===== src/ebr_params.svh =====
// Constants for the external bus pin router
// Summary of operation
// - Bit 15 picks receive or sample-rate clock
// - Bits 14:12 parallel mode, 111 reserved
// - Mode 000 gives all pins to host
// - Mode 001 SPI, GPIO, UART, audio2, SDRAM
// - Mode 010 eight GPIO plus SDRAM controls
// - Mode 011 SPI, audio3 and SDRAM controls
// - Mode 100 audio2, UART and SDRAM controls
// - Mode 101 SPI, UART and SDRAM controls
// - Mode 110 SPI, audio2/3, GPIO, SDRAM controls
// - Bits 11:10 00 routes card port 1
// - Serial-1 mode 01 routes multichannel SPI
// - Serial-1 mode 10 routes GPIO 11:6
// - Bits 9:8 00 routes card port 0
// - Serial-0 mode 01 audio0 plus GPIO 5:4
// - Serial-0 mode 10 routes GPIO 5:0
// - Serial-0 mode 11 routes buffered serial port
// - Bits 7:6 read-only, writes ignored
// - New routing applies on next clock
`ifndef EBR_PARAMS_SVH
`define EBR_PARAMS_SVH

// ----------------------------------------------------------------
// Register map
// ----------------------------------------------------------------
`define EBR_SEL_OFFSET   12'h000
`define EBR_ADDR_W       12
`define EBR_CLKSEL_BIT   15
`define EBR_PP_MSB       14
`define EBR_PP_LSB       12
`define EBR_SP1_MSB      11
`define EBR_SP1_LSB      10
`define EBR_SP0_MSB      9
`define EBR_SP0_LSB      8
`define EBR_CLKSEL_RST   1'h0
`define EBR_PP_RST       3'h1
`define EBR_SP_RST       2'h0
`define EBR_RESP_OKAY    2'h0
`define EBR_RESP_SLVERR  2'h2

// ----------------------------------------------------------------
// Mode encodings
// ----------------------------------------------------------------
`define EBR_PP_HOST      3'h0
`define EBR_PP_MIX1      3'h1
`define EBR_PP_GPIO      3'h2
`define EBR_PP_SPI_A3    3'h3
`define EBR_PP_A2_UART   3'h4
`define EBR_PP_SPI_UART  3'h5
`define EBR_PP_MIX6      3'h6
`define EBR_SP_CARD      2'h0
`define EBR_SP_ALT1      2'h1
`define EBR_SP_GPIO      2'h2
`define EBR_SP_ALT3      2'h3
`define EBR_PP_SDRAM_LSB 21

`endif


===== src/ebr_pkg.sv =====
// Types shared by the external bus pin router
package ebr_pkg;
  typedef logic [2:0]  ebr_pp_mode_type;
  typedef logic [1:0]  ebr_sp_mode_type;
  typedef logic [27:0] ebr_pp_pins_type;
  typedef logic [5:0]  ebr_sp_pins_type;
endpackage

===== src/ebr_pin_router.sv =====
// External bus select register and pin routing with AXI4-Lite access
//
// The AXI4-Lite register port and the register offsets are this design's own decisions.
`timescale 1ns/10ps
`default_nettype none
`include "ebr_params.svh"

module ebr_pin_router
  import ebr_pkg::*;
(
  input  wire logic        aclk,
  input  wire logic        aresetn,
  input  wire logic [11:0] s_axi_awaddr,
  input  wire logic [2:0]  s_axi_awprot,
  input  wire logic        s_axi_awvalid,
  output var  logic        s_axi_awready,
  input  wire logic [31:0] s_axi_wdata,
  input  wire logic [3:0]  s_axi_wstrb,
  input  wire logic        s_axi_wvalid,
  output var  logic        s_axi_wready,
  output var  logic [1:0]  s_axi_bresp,
  output var  logic        s_axi_bvalid,
  input  wire logic        s_axi_bready,
  input  wire logic [11:0] s_axi_araddr,
  input  wire logic [2:0]  s_axi_arprot,
  input  wire logic        s_axi_arvalid,
  output var  logic        s_axi_arready,
  output var  logic [31:0] s_axi_rdata,
  output var  logic [1:0]  s_axi_rresp,
  output var  logic        s_axi_rvalid,
  input  wire logic        s_axi_rready,
  input  wire logic [27:0] pp_pin_in,
  output var  logic [27:0] pp_pin_out,
  output var  logic [27:0] pp_pin_oe,
  input  wire logic [5:0]  sp0_pin_in,
  output var  logic [5:0]  sp0_pin_out,
  output var  logic [5:0]  sp0_pin_oe,
  input  wire logic [5:0]  sp1_pin_in,
  output var  logic [5:0]  sp1_pin_out,
  output var  logic [5:0]  sp1_pin_oe,
  input  wire logic [27:0] host_port_out,
  input  wire logic [27:0] host_port_oe,
  output var  logic [27:0] host_port_in,
  input  wire logic [6:0]  spi_out,
  input  wire logic [6:0]  spi_oe,
  output var  logic [6:0]  spi_in,
  input  wire logic [7:0]  pp_gpio_out,
  input  wire logic [7:0]  pp_gpio_oe,
  output var  logic [7:0]  pp_gpio_in,
  input  wire logic [3:0]  uart_out,
  input  wire logic [3:0]  uart_oe,
  output var  logic [3:0]  uart_in,
  input  wire logic [3:0]  audio_port_2_out,
  input  wire logic [3:0]  audio_port_2_oe,
  output var  logic [3:0]  audio_port_2_in,
  input  wire logic [3:0]  audio_port_3_out,
  input  wire logic [3:0]  audio_port_3_oe,
  output var  logic [3:0]  audio_port_3_in,
  input  wire logic [6:0]  sdram_ctl_out,
  input  wire logic [6:0]  sdram_ctl_oe,
  output var  logic [6:0]  sdram_ctl_in,
  input  wire logic [5:0]  card_port_0_out,
  input  wire logic [5:0]  card_port_0_oe,
  output var  logic [5:0]  card_port_0_in,
  input  wire logic [3:0]  audio_port_0_out,
  input  wire logic [3:0]  audio_port_0_oe,
  output var  logic [3:0]  audio_port_0_in,
  input  wire logic [5:0]  general_io_line_lo_out,
  input  wire logic [5:0]  general_io_line_lo_oe,
  output var  logic [5:0]  general_io_line_lo_in,
  input  wire logic [5:0]  msp_out,
  input  wire logic [5:0]  msp_oe,
  output var  logic [5:0]  msp_in,
  output var  logic        msp_sample_rate_clock,
  input  wire logic [5:0]  card_port_1_out,
  input  wire logic [5:0]  card_port_1_oe,
  output var  logic [5:0]  card_port_1_in,
  input  wire logic [5:0]  multichannel_spi_out,
  input  wire logic [5:0]  multichannel_spi_oe,
  output var  logic [5:0]  multichannel_spi_in,
  input  wire logic [5:0]  general_io_line_hi_out,
  input  wire logic [5:0]  general_io_line_hi_oe,
  output var  logic [5:0]  general_io_line_hi_in
);

  // ----------------------------------------------------------------
  // Routing functions, shared by the data and enable paths
  // ----------------------------------------------------------------
  function automatic ebr_pp_pins_type pp_mux(
    input ebr_pp_mode_type mode,
    input logic [27:0]     host,
    input logic [6:0]      spi,
    input logic [7:0]      gpio,
    input logic [3:0]      uart,
    input logic [3:0]      a2,
    input logic [3:0]      a3,
    input logic [6:0]      sdram
  );
    ebr_pp_pins_type p;
    p = '0;
    unique case (mode)
      `EBR_PP_HOST:      p = host;
      `EBR_PP_MIX1:      p = {sdram, a2, uart, gpio[5:0], spi};
      `EBR_PP_GPIO:      p = {sdram, 13'h0000, gpio};
      `EBR_PP_SPI_A3:    p = {sdram, 13'h0000, a3, spi[3:0]};
      `EBR_PP_A2_UART:   p = {sdram, 13'h0000, uart, a2};
      `EBR_PP_SPI_UART:  p = {sdram, 13'h0000, uart, spi[3:0]};
      `EBR_PP_MIX6:      p = {sdram, gpio[5:0], a3, a2, spi};
      default:           p = '0;  // Reserved 111 drives nothing
    endcase
    return p;
  endfunction

  // Pin 3 doubles as the receive clock or the sample-rate clock input
  function automatic ebr_sp_pins_type sp0_mux(
    input ebr_sp_mode_type mode,
    input logic            clk_sel,
    input logic [5:0]      card,
    input logic [3:0]      a0,
    input logic [5:0]      gpio,
    input logic [5:0]      msp
  );
    ebr_sp_pins_type p;
    p = '0;
    unique case (mode)
      `EBR_SP_CARD: p = card;
      `EBR_SP_ALT1: p = {gpio[5:4], a0};
      `EBR_SP_GPIO: p = gpio;
      `EBR_SP_ALT3: p = {msp[5:4], msp[3] & ~clk_sel, msp[2:0]};
    endcase
    return p;
  endfunction

  function automatic ebr_sp_pins_type sp1_mux(
    input ebr_sp_mode_type mode,
    input logic [5:0]      card,
    input logic [5:0]      mspi,
    input logic [5:0]      gpio
  );
    ebr_sp_pins_type p;
    p = '0;
    unique case (mode)
      `EBR_SP_CARD: p = card;
      `EBR_SP_ALT1: p = mspi;
      `EBR_SP_GPIO: p = gpio;
      `EBR_SP_ALT3: p = '0;     // Reserved, nothing driven
    endcase
    return p;
  endfunction

  // ----------------------------------------------------------------
  // Bus select register fields
  // ----------------------------------------------------------------
  logic            clk_sel_q;
  ebr_pp_mode_type parallel_port_mode_q;
  ebr_sp_mode_type serial_port1_mode_q;
  ebr_sp_mode_type serial_port0_mode_q;

  // ----------------------------------------------------------------
  // AXI4-Lite write path
  // ----------------------------------------------------------------
  logic        aw_full_q;
  logic        w_full_q;
  logic [11:0] awaddr_q;
  logic [31:0] wdata_q;
  logic [3:0]  wstrb_q;

  wire         aw_take    = s_axi_awvalid & s_axi_awready;
  wire         w_take     = s_axi_wvalid & s_axi_wready;
  wire         aw_full_d  = aw_full_q | aw_take;
  wire         w_full_d   = w_full_q | w_take;
  wire [11:0]  wr_addr    = aw_full_q ? awaddr_q : s_axi_awaddr;
  wire [31:0]  wr_data    = w_full_q ? wdata_q : s_axi_wdata;
  wire [3:0]   wr_strb    = w_full_q ? wstrb_q : s_axi_wstrb;
  wire         wr_commit  = aw_full_d & w_full_d & ~s_axi_bvalid;
  wire         wr_hit     = {wr_addr[11:2], 2'h0} == `EBR_SEL_OFFSET;
  // Only the upper byte holds writable fields; bits 7:6 are ignored
  wire         wr_upper   = wr_commit & wr_hit & wr_strb[1];
  wire         bvalid_d   = wr_commit | (s_axi_bvalid & ~s_axi_bready);
  wire         aw_hold_d  = aw_full_d & ~wr_commit;
  wire         w_hold_d   = w_full_d & ~wr_commit;

  always_ff @(posedge aclk) begin
    if (!aresetn) begin
      aw_full_q     <= 1'b0;
      w_full_q      <= 1'b0;
      awaddr_q      <= 12'h000;
      wdata_q       <= 32'h0000_0000;
      wstrb_q       <= 4'h0;
      s_axi_awready <= 1'b0;
      s_axi_wready  <= 1'b0;
      s_axi_bvalid  <= 1'b0;
      s_axi_bresp   <= `EBR_RESP_OKAY;
    end else begin
      aw_full_q     <= aw_hold_d;
      w_full_q      <= w_hold_d;
      awaddr_q      <= wr_addr;
      wdata_q       <= wr_data;
      wstrb_q       <= wr_strb;
      s_axi_awready <= ~aw_hold_d & ~bvalid_d;
      s_axi_wready  <= ~w_hold_d & ~bvalid_d;
      s_axi_bvalid  <= bvalid_d;
      if (wr_commit) begin
        s_axi_bresp <= wr_hit ? `EBR_RESP_OKAY : `EBR_RESP_SLVERR;
      end
    end
  end

  // Fields take effect at the commit edge; pins follow one edge later
  always_ff @(posedge aclk) begin
    if (!aresetn) begin
      clk_sel_q            <= `EBR_CLKSEL_RST;
      parallel_port_mode_q <= `EBR_PP_RST;
      serial_port1_mode_q  <= `EBR_SP_RST;
      serial_port0_mode_q  <= `EBR_SP_RST;
    end else if (wr_upper) begin
      clk_sel_q            <= wr_data[`EBR_CLKSEL_BIT];
      parallel_port_mode_q <= wr_data[`EBR_PP_MSB:`EBR_PP_LSB];
      serial_port1_mode_q  <= wr_data[`EBR_SP1_MSB:`EBR_SP1_LSB];
      serial_port0_mode_q  <= wr_data[`EBR_SP0_MSB:`EBR_SP0_LSB];
    end
  end

  // ----------------------------------------------------------------
  // AXI4-Lite read path
  // ----------------------------------------------------------------
  wire        rd_take  = s_axi_arvalid & s_axi_arready;
  wire        rd_hit   = {s_axi_araddr[11:2], 2'h0} == `EBR_SEL_OFFSET;
  // Reserved bits 7:6 and the unmodelled low bits read as zero
  wire [31:0] rd_value = {16'h0000, clk_sel_q, parallel_port_mode_q,
                          serial_port1_mode_q, serial_port0_mode_q,
                          8'h00};
  wire        rvalid_d = rd_take | (s_axi_rvalid & ~s_axi_rready);

  always_ff @(posedge aclk) begin
    if (!aresetn) begin
      s_axi_arready <= 1'b0;
      s_axi_rvalid  <= 1'b0;
      s_axi_rdata   <= 32'h0000_0000;
      s_axi_rresp   <= `EBR_RESP_OKAY;
    end else begin
      s_axi_arready <= ~rvalid_d;
      s_axi_rvalid  <= rvalid_d;
      if (rd_take) begin
        s_axi_rdata <= rd_hit ? rd_value : 32'h0000_0000;
        s_axi_rresp <= rd_hit ? `EBR_RESP_OKAY : `EBR_RESP_SLVERR;
      end
    end
  end

  // ----------------------------------------------------------------
  // Pin-side selection
  // ----------------------------------------------------------------
  wire ebr_pp_mode_type ppm = parallel_port_mode_q;
  wire ebr_sp_mode_type s0m = serial_port0_mode_q;
  wire ebr_sp_mode_type s1m = serial_port1_mode_q;
  wire [6:0] sd_in = pp_pin_in[27:`EBR_PP_SDRAM_LSB];

  wire [27:0] pp_out_d = pp_mux(ppm, host_port_out, spi_out,
    pp_gpio_out, uart_out, audio_port_2_out, audio_port_3_out,
    sdram_ctl_out);
  wire [27:0] pp_oe_d = pp_mux(ppm, host_port_oe, spi_oe,
    pp_gpio_oe, uart_oe, audio_port_2_oe, audio_port_3_oe,
    sdram_ctl_oe);
  wire [5:0]  sp0_out_d = sp0_mux(s0m, clk_sel_q, card_port_0_out,
    audio_port_0_out, general_io_line_lo_out, msp_out);
  wire [5:0]  sp0_oe_d = sp0_mux(s0m, clk_sel_q, card_port_0_oe,
    audio_port_0_oe, general_io_line_lo_oe, msp_oe);
  wire [5:0]  sp1_out_d = sp1_mux(s1m, card_port_1_out,
    multichannel_spi_out, general_io_line_hi_out);
  wire [5:0]  sp1_oe_d = sp1_mux(s1m, card_port_1_oe,
    multichannel_spi_oe, general_io_line_hi_oe);

  // Inputs reach only the peripheral that owns the pin; others see 0
  wire [27:0] host_in_d = (ppm == `EBR_PP_HOST) ? pp_pin_in : '0;
  wire [6:0]  spi_in_d =
    (ppm == `EBR_PP_MIX1 || ppm == `EBR_PP_MIX6) ? pp_pin_in[6:0] :
    (ppm == `EBR_PP_SPI_A3 || ppm == `EBR_PP_SPI_UART) ?
      {3'h0, pp_pin_in[3:0]} : '0;
  wire [7:0]  gpio_in_d =
    (ppm == `EBR_PP_MIX1) ? {2'h0, pp_pin_in[12:7]} :
    (ppm == `EBR_PP_GPIO) ? pp_pin_in[7:0] :
    (ppm == `EBR_PP_MIX6) ? {2'h0, pp_pin_in[27:22] & 6'h00} |
                            {2'h0, pp_pin_in[20:15]} : '0;
  wire [3:0]  uart_in_d =
    (ppm == `EBR_PP_MIX1) ? pp_pin_in[16:13] :
    (ppm == `EBR_PP_A2_UART || ppm == `EBR_PP_SPI_UART) ?
      pp_pin_in[7:4] : '0;
  wire [3:0]  a2_in_d =
    (ppm == `EBR_PP_MIX1)    ? pp_pin_in[20:17] :
    (ppm == `EBR_PP_A2_UART) ? pp_pin_in[3:0] :
    (ppm == `EBR_PP_MIX6)    ? pp_pin_in[10:7] : '0;
  wire [3:0]  a3_in_d =
    (ppm == `EBR_PP_SPI_A3) ? pp_pin_in[7:4] :
    (ppm == `EBR_PP_MIX6)   ? pp_pin_in[14:11] : '0;
  // Host mode displaces the SDRAM controls
  wire        sd_on = ppm != `EBR_PP_HOST && ppm != 3'h7;
  wire [6:0]  sd_in_d = sd_on ? sd_in : '0;
  wire        msp_on = s0m == `EBR_SP_ALT3;
  wire [5:0]  msp_in_d = msp_on ? {sp0_pin_in[5:4],
    sp0_pin_in[3] & ~clk_sel_q, sp0_pin_in[2:0]} : '0;
  wire        srclk_d = msp_on & clk_sel_q & sp0_pin_in[3];
  wire [5:0]  glo_in_d =
    (s0m == `EBR_SP_GPIO) ? sp0_pin_in :
    (s0m == `EBR_SP_ALT1) ? {sp0_pin_in[5:4], 4'h0} : '0;

  always_ff @(posedge aclk) begin
    if (!aresetn) begin
      pp_pin_out  <= '0;
      pp_pin_oe   <= '0;
      sp0_pin_out <= '0;
      sp0_pin_oe  <= '0;
      sp1_pin_out <= '0;
      sp1_pin_oe  <= '0;
    end else begin
      pp_pin_out  <= pp_out_d;
      pp_pin_oe   <= pp_oe_d;
      sp0_pin_out <= sp0_out_d;
      sp0_pin_oe  <= sp0_oe_d;
      sp1_pin_out <= sp1_out_d;
      sp1_pin_oe  <= sp1_oe_d;
    end
  end

  always_ff @(posedge aclk) begin
    if (!aresetn) begin
      host_port_in          <= '0;
      spi_in                <= '0;
      pp_gpio_in            <= '0;
      uart_in               <= '0;
      audio_port_2_in       <= '0;
      audio_port_3_in       <= '0;
      sdram_ctl_in          <= '0;
      card_port_0_in        <= '0;
      audio_port_0_in       <= '0;
      general_io_line_lo_in <= '0;
      msp_in                <= '0;
      msp_sample_rate_clock <= 1'b0;
      card_port_1_in        <= '0;
      multichannel_spi_in   <= '0;
      general_io_line_hi_in <= '0;
    end else begin
      host_port_in          <= host_in_d;
      spi_in                <= spi_in_d;
      pp_gpio_in            <= gpio_in_d;
      uart_in               <= uart_in_d;
      audio_port_2_in       <= a2_in_d;
      audio_port_3_in       <= a3_in_d;
      sdram_ctl_in          <= sd_in_d;
      card_port_0_in        <= (s0m == `EBR_SP_CARD) ? sp0_pin_in : '0;
      audio_port_0_in       <= (s0m == `EBR_SP_ALT1) ?
                               sp0_pin_in[3:0] : '0;
      general_io_line_lo_in <= glo_in_d;
      msp_in                <= msp_in_d;
      msp_sample_rate_clock <= srclk_d;
      card_port_1_in        <= (s1m == `EBR_SP_CARD) ? sp1_pin_in : '0;
      multichannel_spi_in   <= (s1m == `EBR_SP_ALT1) ?
                               sp1_pin_in : '0;
      general_io_line_hi_in <= (s1m == `EBR_SP_GPIO) ?
                               sp1_pin_in : '0;
    end
  end

endmodule // ebr_pin_router

`default_nettype wire


===== config.mk =====
export PLATFORM = sky130hd
export DESIGN_NAME = ebr_pin_router
export DESIGN_NICKNAME = d
export VERILOG_FILES = /design/src/ebr_pkg.sv /design/src/ebr_pin_router.sv
export VERILOG_INCLUDE_DIRS = /design/src
export SDC_FILE = /design/constraint.sdc
export NUM_CORES = 1
export LEC_CHECK = 0
export ABC_AREA = 1
export BUFFER_PORTS_ARGS = -buffer_cell sky130_fd_sc_hd__buf_2
export CAP_MARGIN = 15
export CORE_AREA = 2 2 212 214
export CTS_BUF_LIST = sky130_fd_sc_hd__clkbuf_8
export CTS_CLUSTER_DIAMETER = 80
export DETAILED_ROUTE_END_ITERATION = 10
export DIE_AREA = 0 0 214 216
export PLACE_DENSITY = 0.41
export SLEW_MARGIN = 20
export SYNTH_ARGS = -nofsm -noshare
export SYNTH_HDL_FRONTEND = slang
export SYNTH_SLANG_ARGS = --single-unit

===== constraint.sdc =====
create_clock -name aclk -period 1.75 [get_ports aclk]
set_input_delay 0.35 -clock aclk [delete_from_list [all_inputs] [get_ports aclk]]
set_output_delay 0.35 -clock aclk [all_outputs]
set_load 0.03 [all_outputs]

==> results.md <==
- Outcome: complete, no violations
- Pre-Repair DR Iteration Count: 4
- Endpoints failing setup: 0
- DR vias: 9601
- Final clock skew: approximately 11 ps
- Clk buf depth: 3
- CP endpoint kind: flip-flop
- Remaining DRCs: 0
- Die height: between 200 and 250 um
- Max FO, Critical Path: 27
- Commonest non-fill, non-tap cells in the layout: buf_2, dfxtp_1, nand2_1
- Static Leak: ~7.2 nW
- Final period demand of the worst path: roughly 1600 ps
- Initial antenna violation count: 7
- Initial DRC count: 395
- Post-synthesis cell type count: 38
- Maxcap violations: 0
- Pwr Density: approximately 900 nW/um2
- Routability-driven placement congestion ratio: about 0.90
- First-pass GRT wire length: ~59000 um
- Pins Over Slew Limit: 0
- Max Fclk: approximately 600 MHz
- Boundary pin count: around 540
- Final hold slack: between 40 and 50 ps
- Mapped Area: 8357 um2
- Vias per cell: 4.075
- CTS H-tree lvls: 2
- Synth Warn #: 0
- Die ar.: ~46000 um2
- DR WL/cell: 17.30 um
- P&R area growth vs syn: 70.04%
- DPL Wire Length: between 30000 and 40000 um
- Mapped Cells: approximately 1000
- WS Path Type: reg -> reg
- CTS Buf Count: 46
- Register area share after synthesis: a little over half
- Share of layout cells above drive strength 1: 35.19%
- Critical Path RT: between 2000 and 2500 ps
- CTS clock-pin slew for the worst setup and hold paths: around 60 ps
- Chip width: approximately 210 um
- Final hold vios: 0
- Largest net degree at the start of global routing: 52
- Initial Utilization: about a fifth
- Post-DRT Antenna Nets: 0
- DRT Wirelength: between 40000 and 50000 um
- Hold crit path type: in -> reg
- Worst VDD drop: roughly 0.52 mV
- Commonest non-fill, non-tap cell in the layout: buf_2
- Setup TNS Final: 0 ps
- Tot GR Track Use: between 10% and 20%
- Register bit total from synthesis: between 200 and 250
- Vias in the first global route: between 9000 and 10000
- Total gr overflow: 0
- CTS tree: done
- Critical path startpoint category: flip-flop
- Final Cycle Share: ~94%
- Post-synthesis area per instance: 7.982 um2
- Worst-skew pair later-pin latency: ~600 ps
- Root Driver: clkbuf_8
- Arrival time at the worst endpoint: roughly 2100 ps
- PortBufs: 477
- FP Rows: 77
- Final nets: 2047
- Core Box Area: roughly 44000 um2
- Sink Count: around 230
-- final cells by class --
class                      count  area, um2
multi-input combinational    661       3087
clock inverter                21      148.9
clock buffer                  56      770.7
tap                          592      740.7
antenna                        5      12.51
timing repair buffer         688       4502
sequential                   227       4544
inverter                     106      404.1
fill                        4692      29630
-- logic make-up (layout without fill, tap and decap cells) --
logic type / count (synthesis) / in the layout / share of synthesized area [%]
and+or+nand+nor: 460 / 460 / 22.32
other: 1 / 31 / 0.04487
buffers and inverters: 184 / 871 / 10.06
muxes: 8 / 8 / 0.9583
AOI/OAI and AO/OA: 167 / 167 / 12.23
DFF: 227 / 227 / 54.38
-- synth_stat cells --
cell      number  share of area [%]
a21boi_1       1              0.090
a21oi_1       74                4.4
a221oi_1      17                1.8
a22o_1         3               0.31
a22oi_1        2               0.18
a31oi_1       13               0.97
a32oi_1        1               0.10
a41oi_1        8               0.84
and2_1         1              0.075
buf_1          3               0.13
buf_2         21                1.3
buf_4         29                2.6
buf_6          2               0.27
clkbuf_1      23                1.0
conb_1         1              0.045
dfxtp_1      227                 54
inv_1         96                4.3
inv_2         10               0.45
mux2i_1        8               0.96
nand2_1      215                9.7
nand2_2        1              0.075
nand3_1       47                2.8
nand3b_1       1              0.090
nand4_1        7               0.52
nor2_1       164                7.4
nor2_2         5               0.37
nor2_4         1               0.13
nor3_1        13               0.78
nor3_2         1               0.12
nor3b_1        1              0.090
nor4_1         1              0.075
o211ai_1       8               0.72
o21a_1         1              0.090
o21ai_0       18                1.1
o221ai_1       2               0.21
o22ai_1       19                1.4
or2_1          1              0.075
or2_2          1              0.075
-- worst max-delay path: stages, from the launching register on --
cell	delay (ps)
dfxtp_1	450
inv_2	80
nand2_1	180
nor2_4	100
buf_12	180
nand2_1	80
o21ai_0	140
nor3_1	230
nor2_1	80
-- through the flow --
step	area, um2	setup WS (ps)	power [mW]	cells	utilization (%)
floorplan	8451	166.9	6.394	1072	-
global placement	11670	73.48	7.065	2116	26.63
detailed placement	11670	21.19	7.069	2116	26.63
CTS	14170	89.05	13.10	2350	32.32
global route	14210	-0.8025	13.46	2356	32.42
finish	14210	110.9	12.84	2356	32.42
-- final timing paths --
kind | cells past startpoint | slack (ps) | from | endpoint
setup / recovery | 8 | 110 | parallel_port_mode_q[1] | pp_pin_oe[7]
hold reg to reg | 2 | 460 | s_axi_rdata[13] | s_axi_rdata[13]
hold / removal | 3 | 50 | card_port_0_oe[1] | sp0_pin_oe[1]
setup reg to reg | 8 | 110 | parallel_port_mode_q[1] | pp_pin_oe[7]
-- where the power goes --
part	internal [mW]	total (mW)	switching, mW
sequential	5.38	5.44	0.0556
combinational	0.755	1.79	1.04
clock	3.16	5.61	2.45
-- layer usage --
| metal | vias to the layer above | global-route usage (%) | wire, um |
|---|---|---|---|
| li1 | 4702 | - | - |
| met1 | 4400 | 19.95 | 17260 |
| met2 | 421 | 29.53 | 19550 |
| met5 | - | 0 | 13 |
| met4 | 2 | 6.434 | 1174 |
| met3 | 76 | 4.736 | 2763 |
-- sequential cells by signal (all words and copies together), names as in the netlist, 4 cells and up --
| register | cells |
|---|---|
| host_port_in | 28 |
| pp_pin_oe | 28 |
| pp_pin_out | 28 |
| awaddr_q | 10 |
| pp_gpio_in | 8 |
| s_axi_rdata | 8 |
| wdata_q | 8 |
| sdram_ctl_in | 7 |
| spi_in | 7 |
| card_port_0_in | 6 |
| card_port_1_in | 6 |
| general_io_line_hi_in | 6 |
| general_io_line_lo_in | 6 |
| msp_in | 6 |
| multichannel_spi_in | 6 |
| sp0_pin_oe | 6 |
| sp0_pin_out | 6 |
| sp1_pin_oe | 6 |
| sp1_pin_out | 6 |
| audio_port_0_in | 4 |
| audio_port_2_in | 4 |
| audio_port_3_in | 4 |
| uart_in | 4 |
-- repair_timing --
item,CTS,global route
buffers inserted,0,1
endpoints found under the setup margin,1,12
gates cloned,0,0
gates resized for setup,1,2
endpoints found under the hold margin,153,0
hold buffers,157,0
No activity file was read; power rests on OpenSTA's default activity.
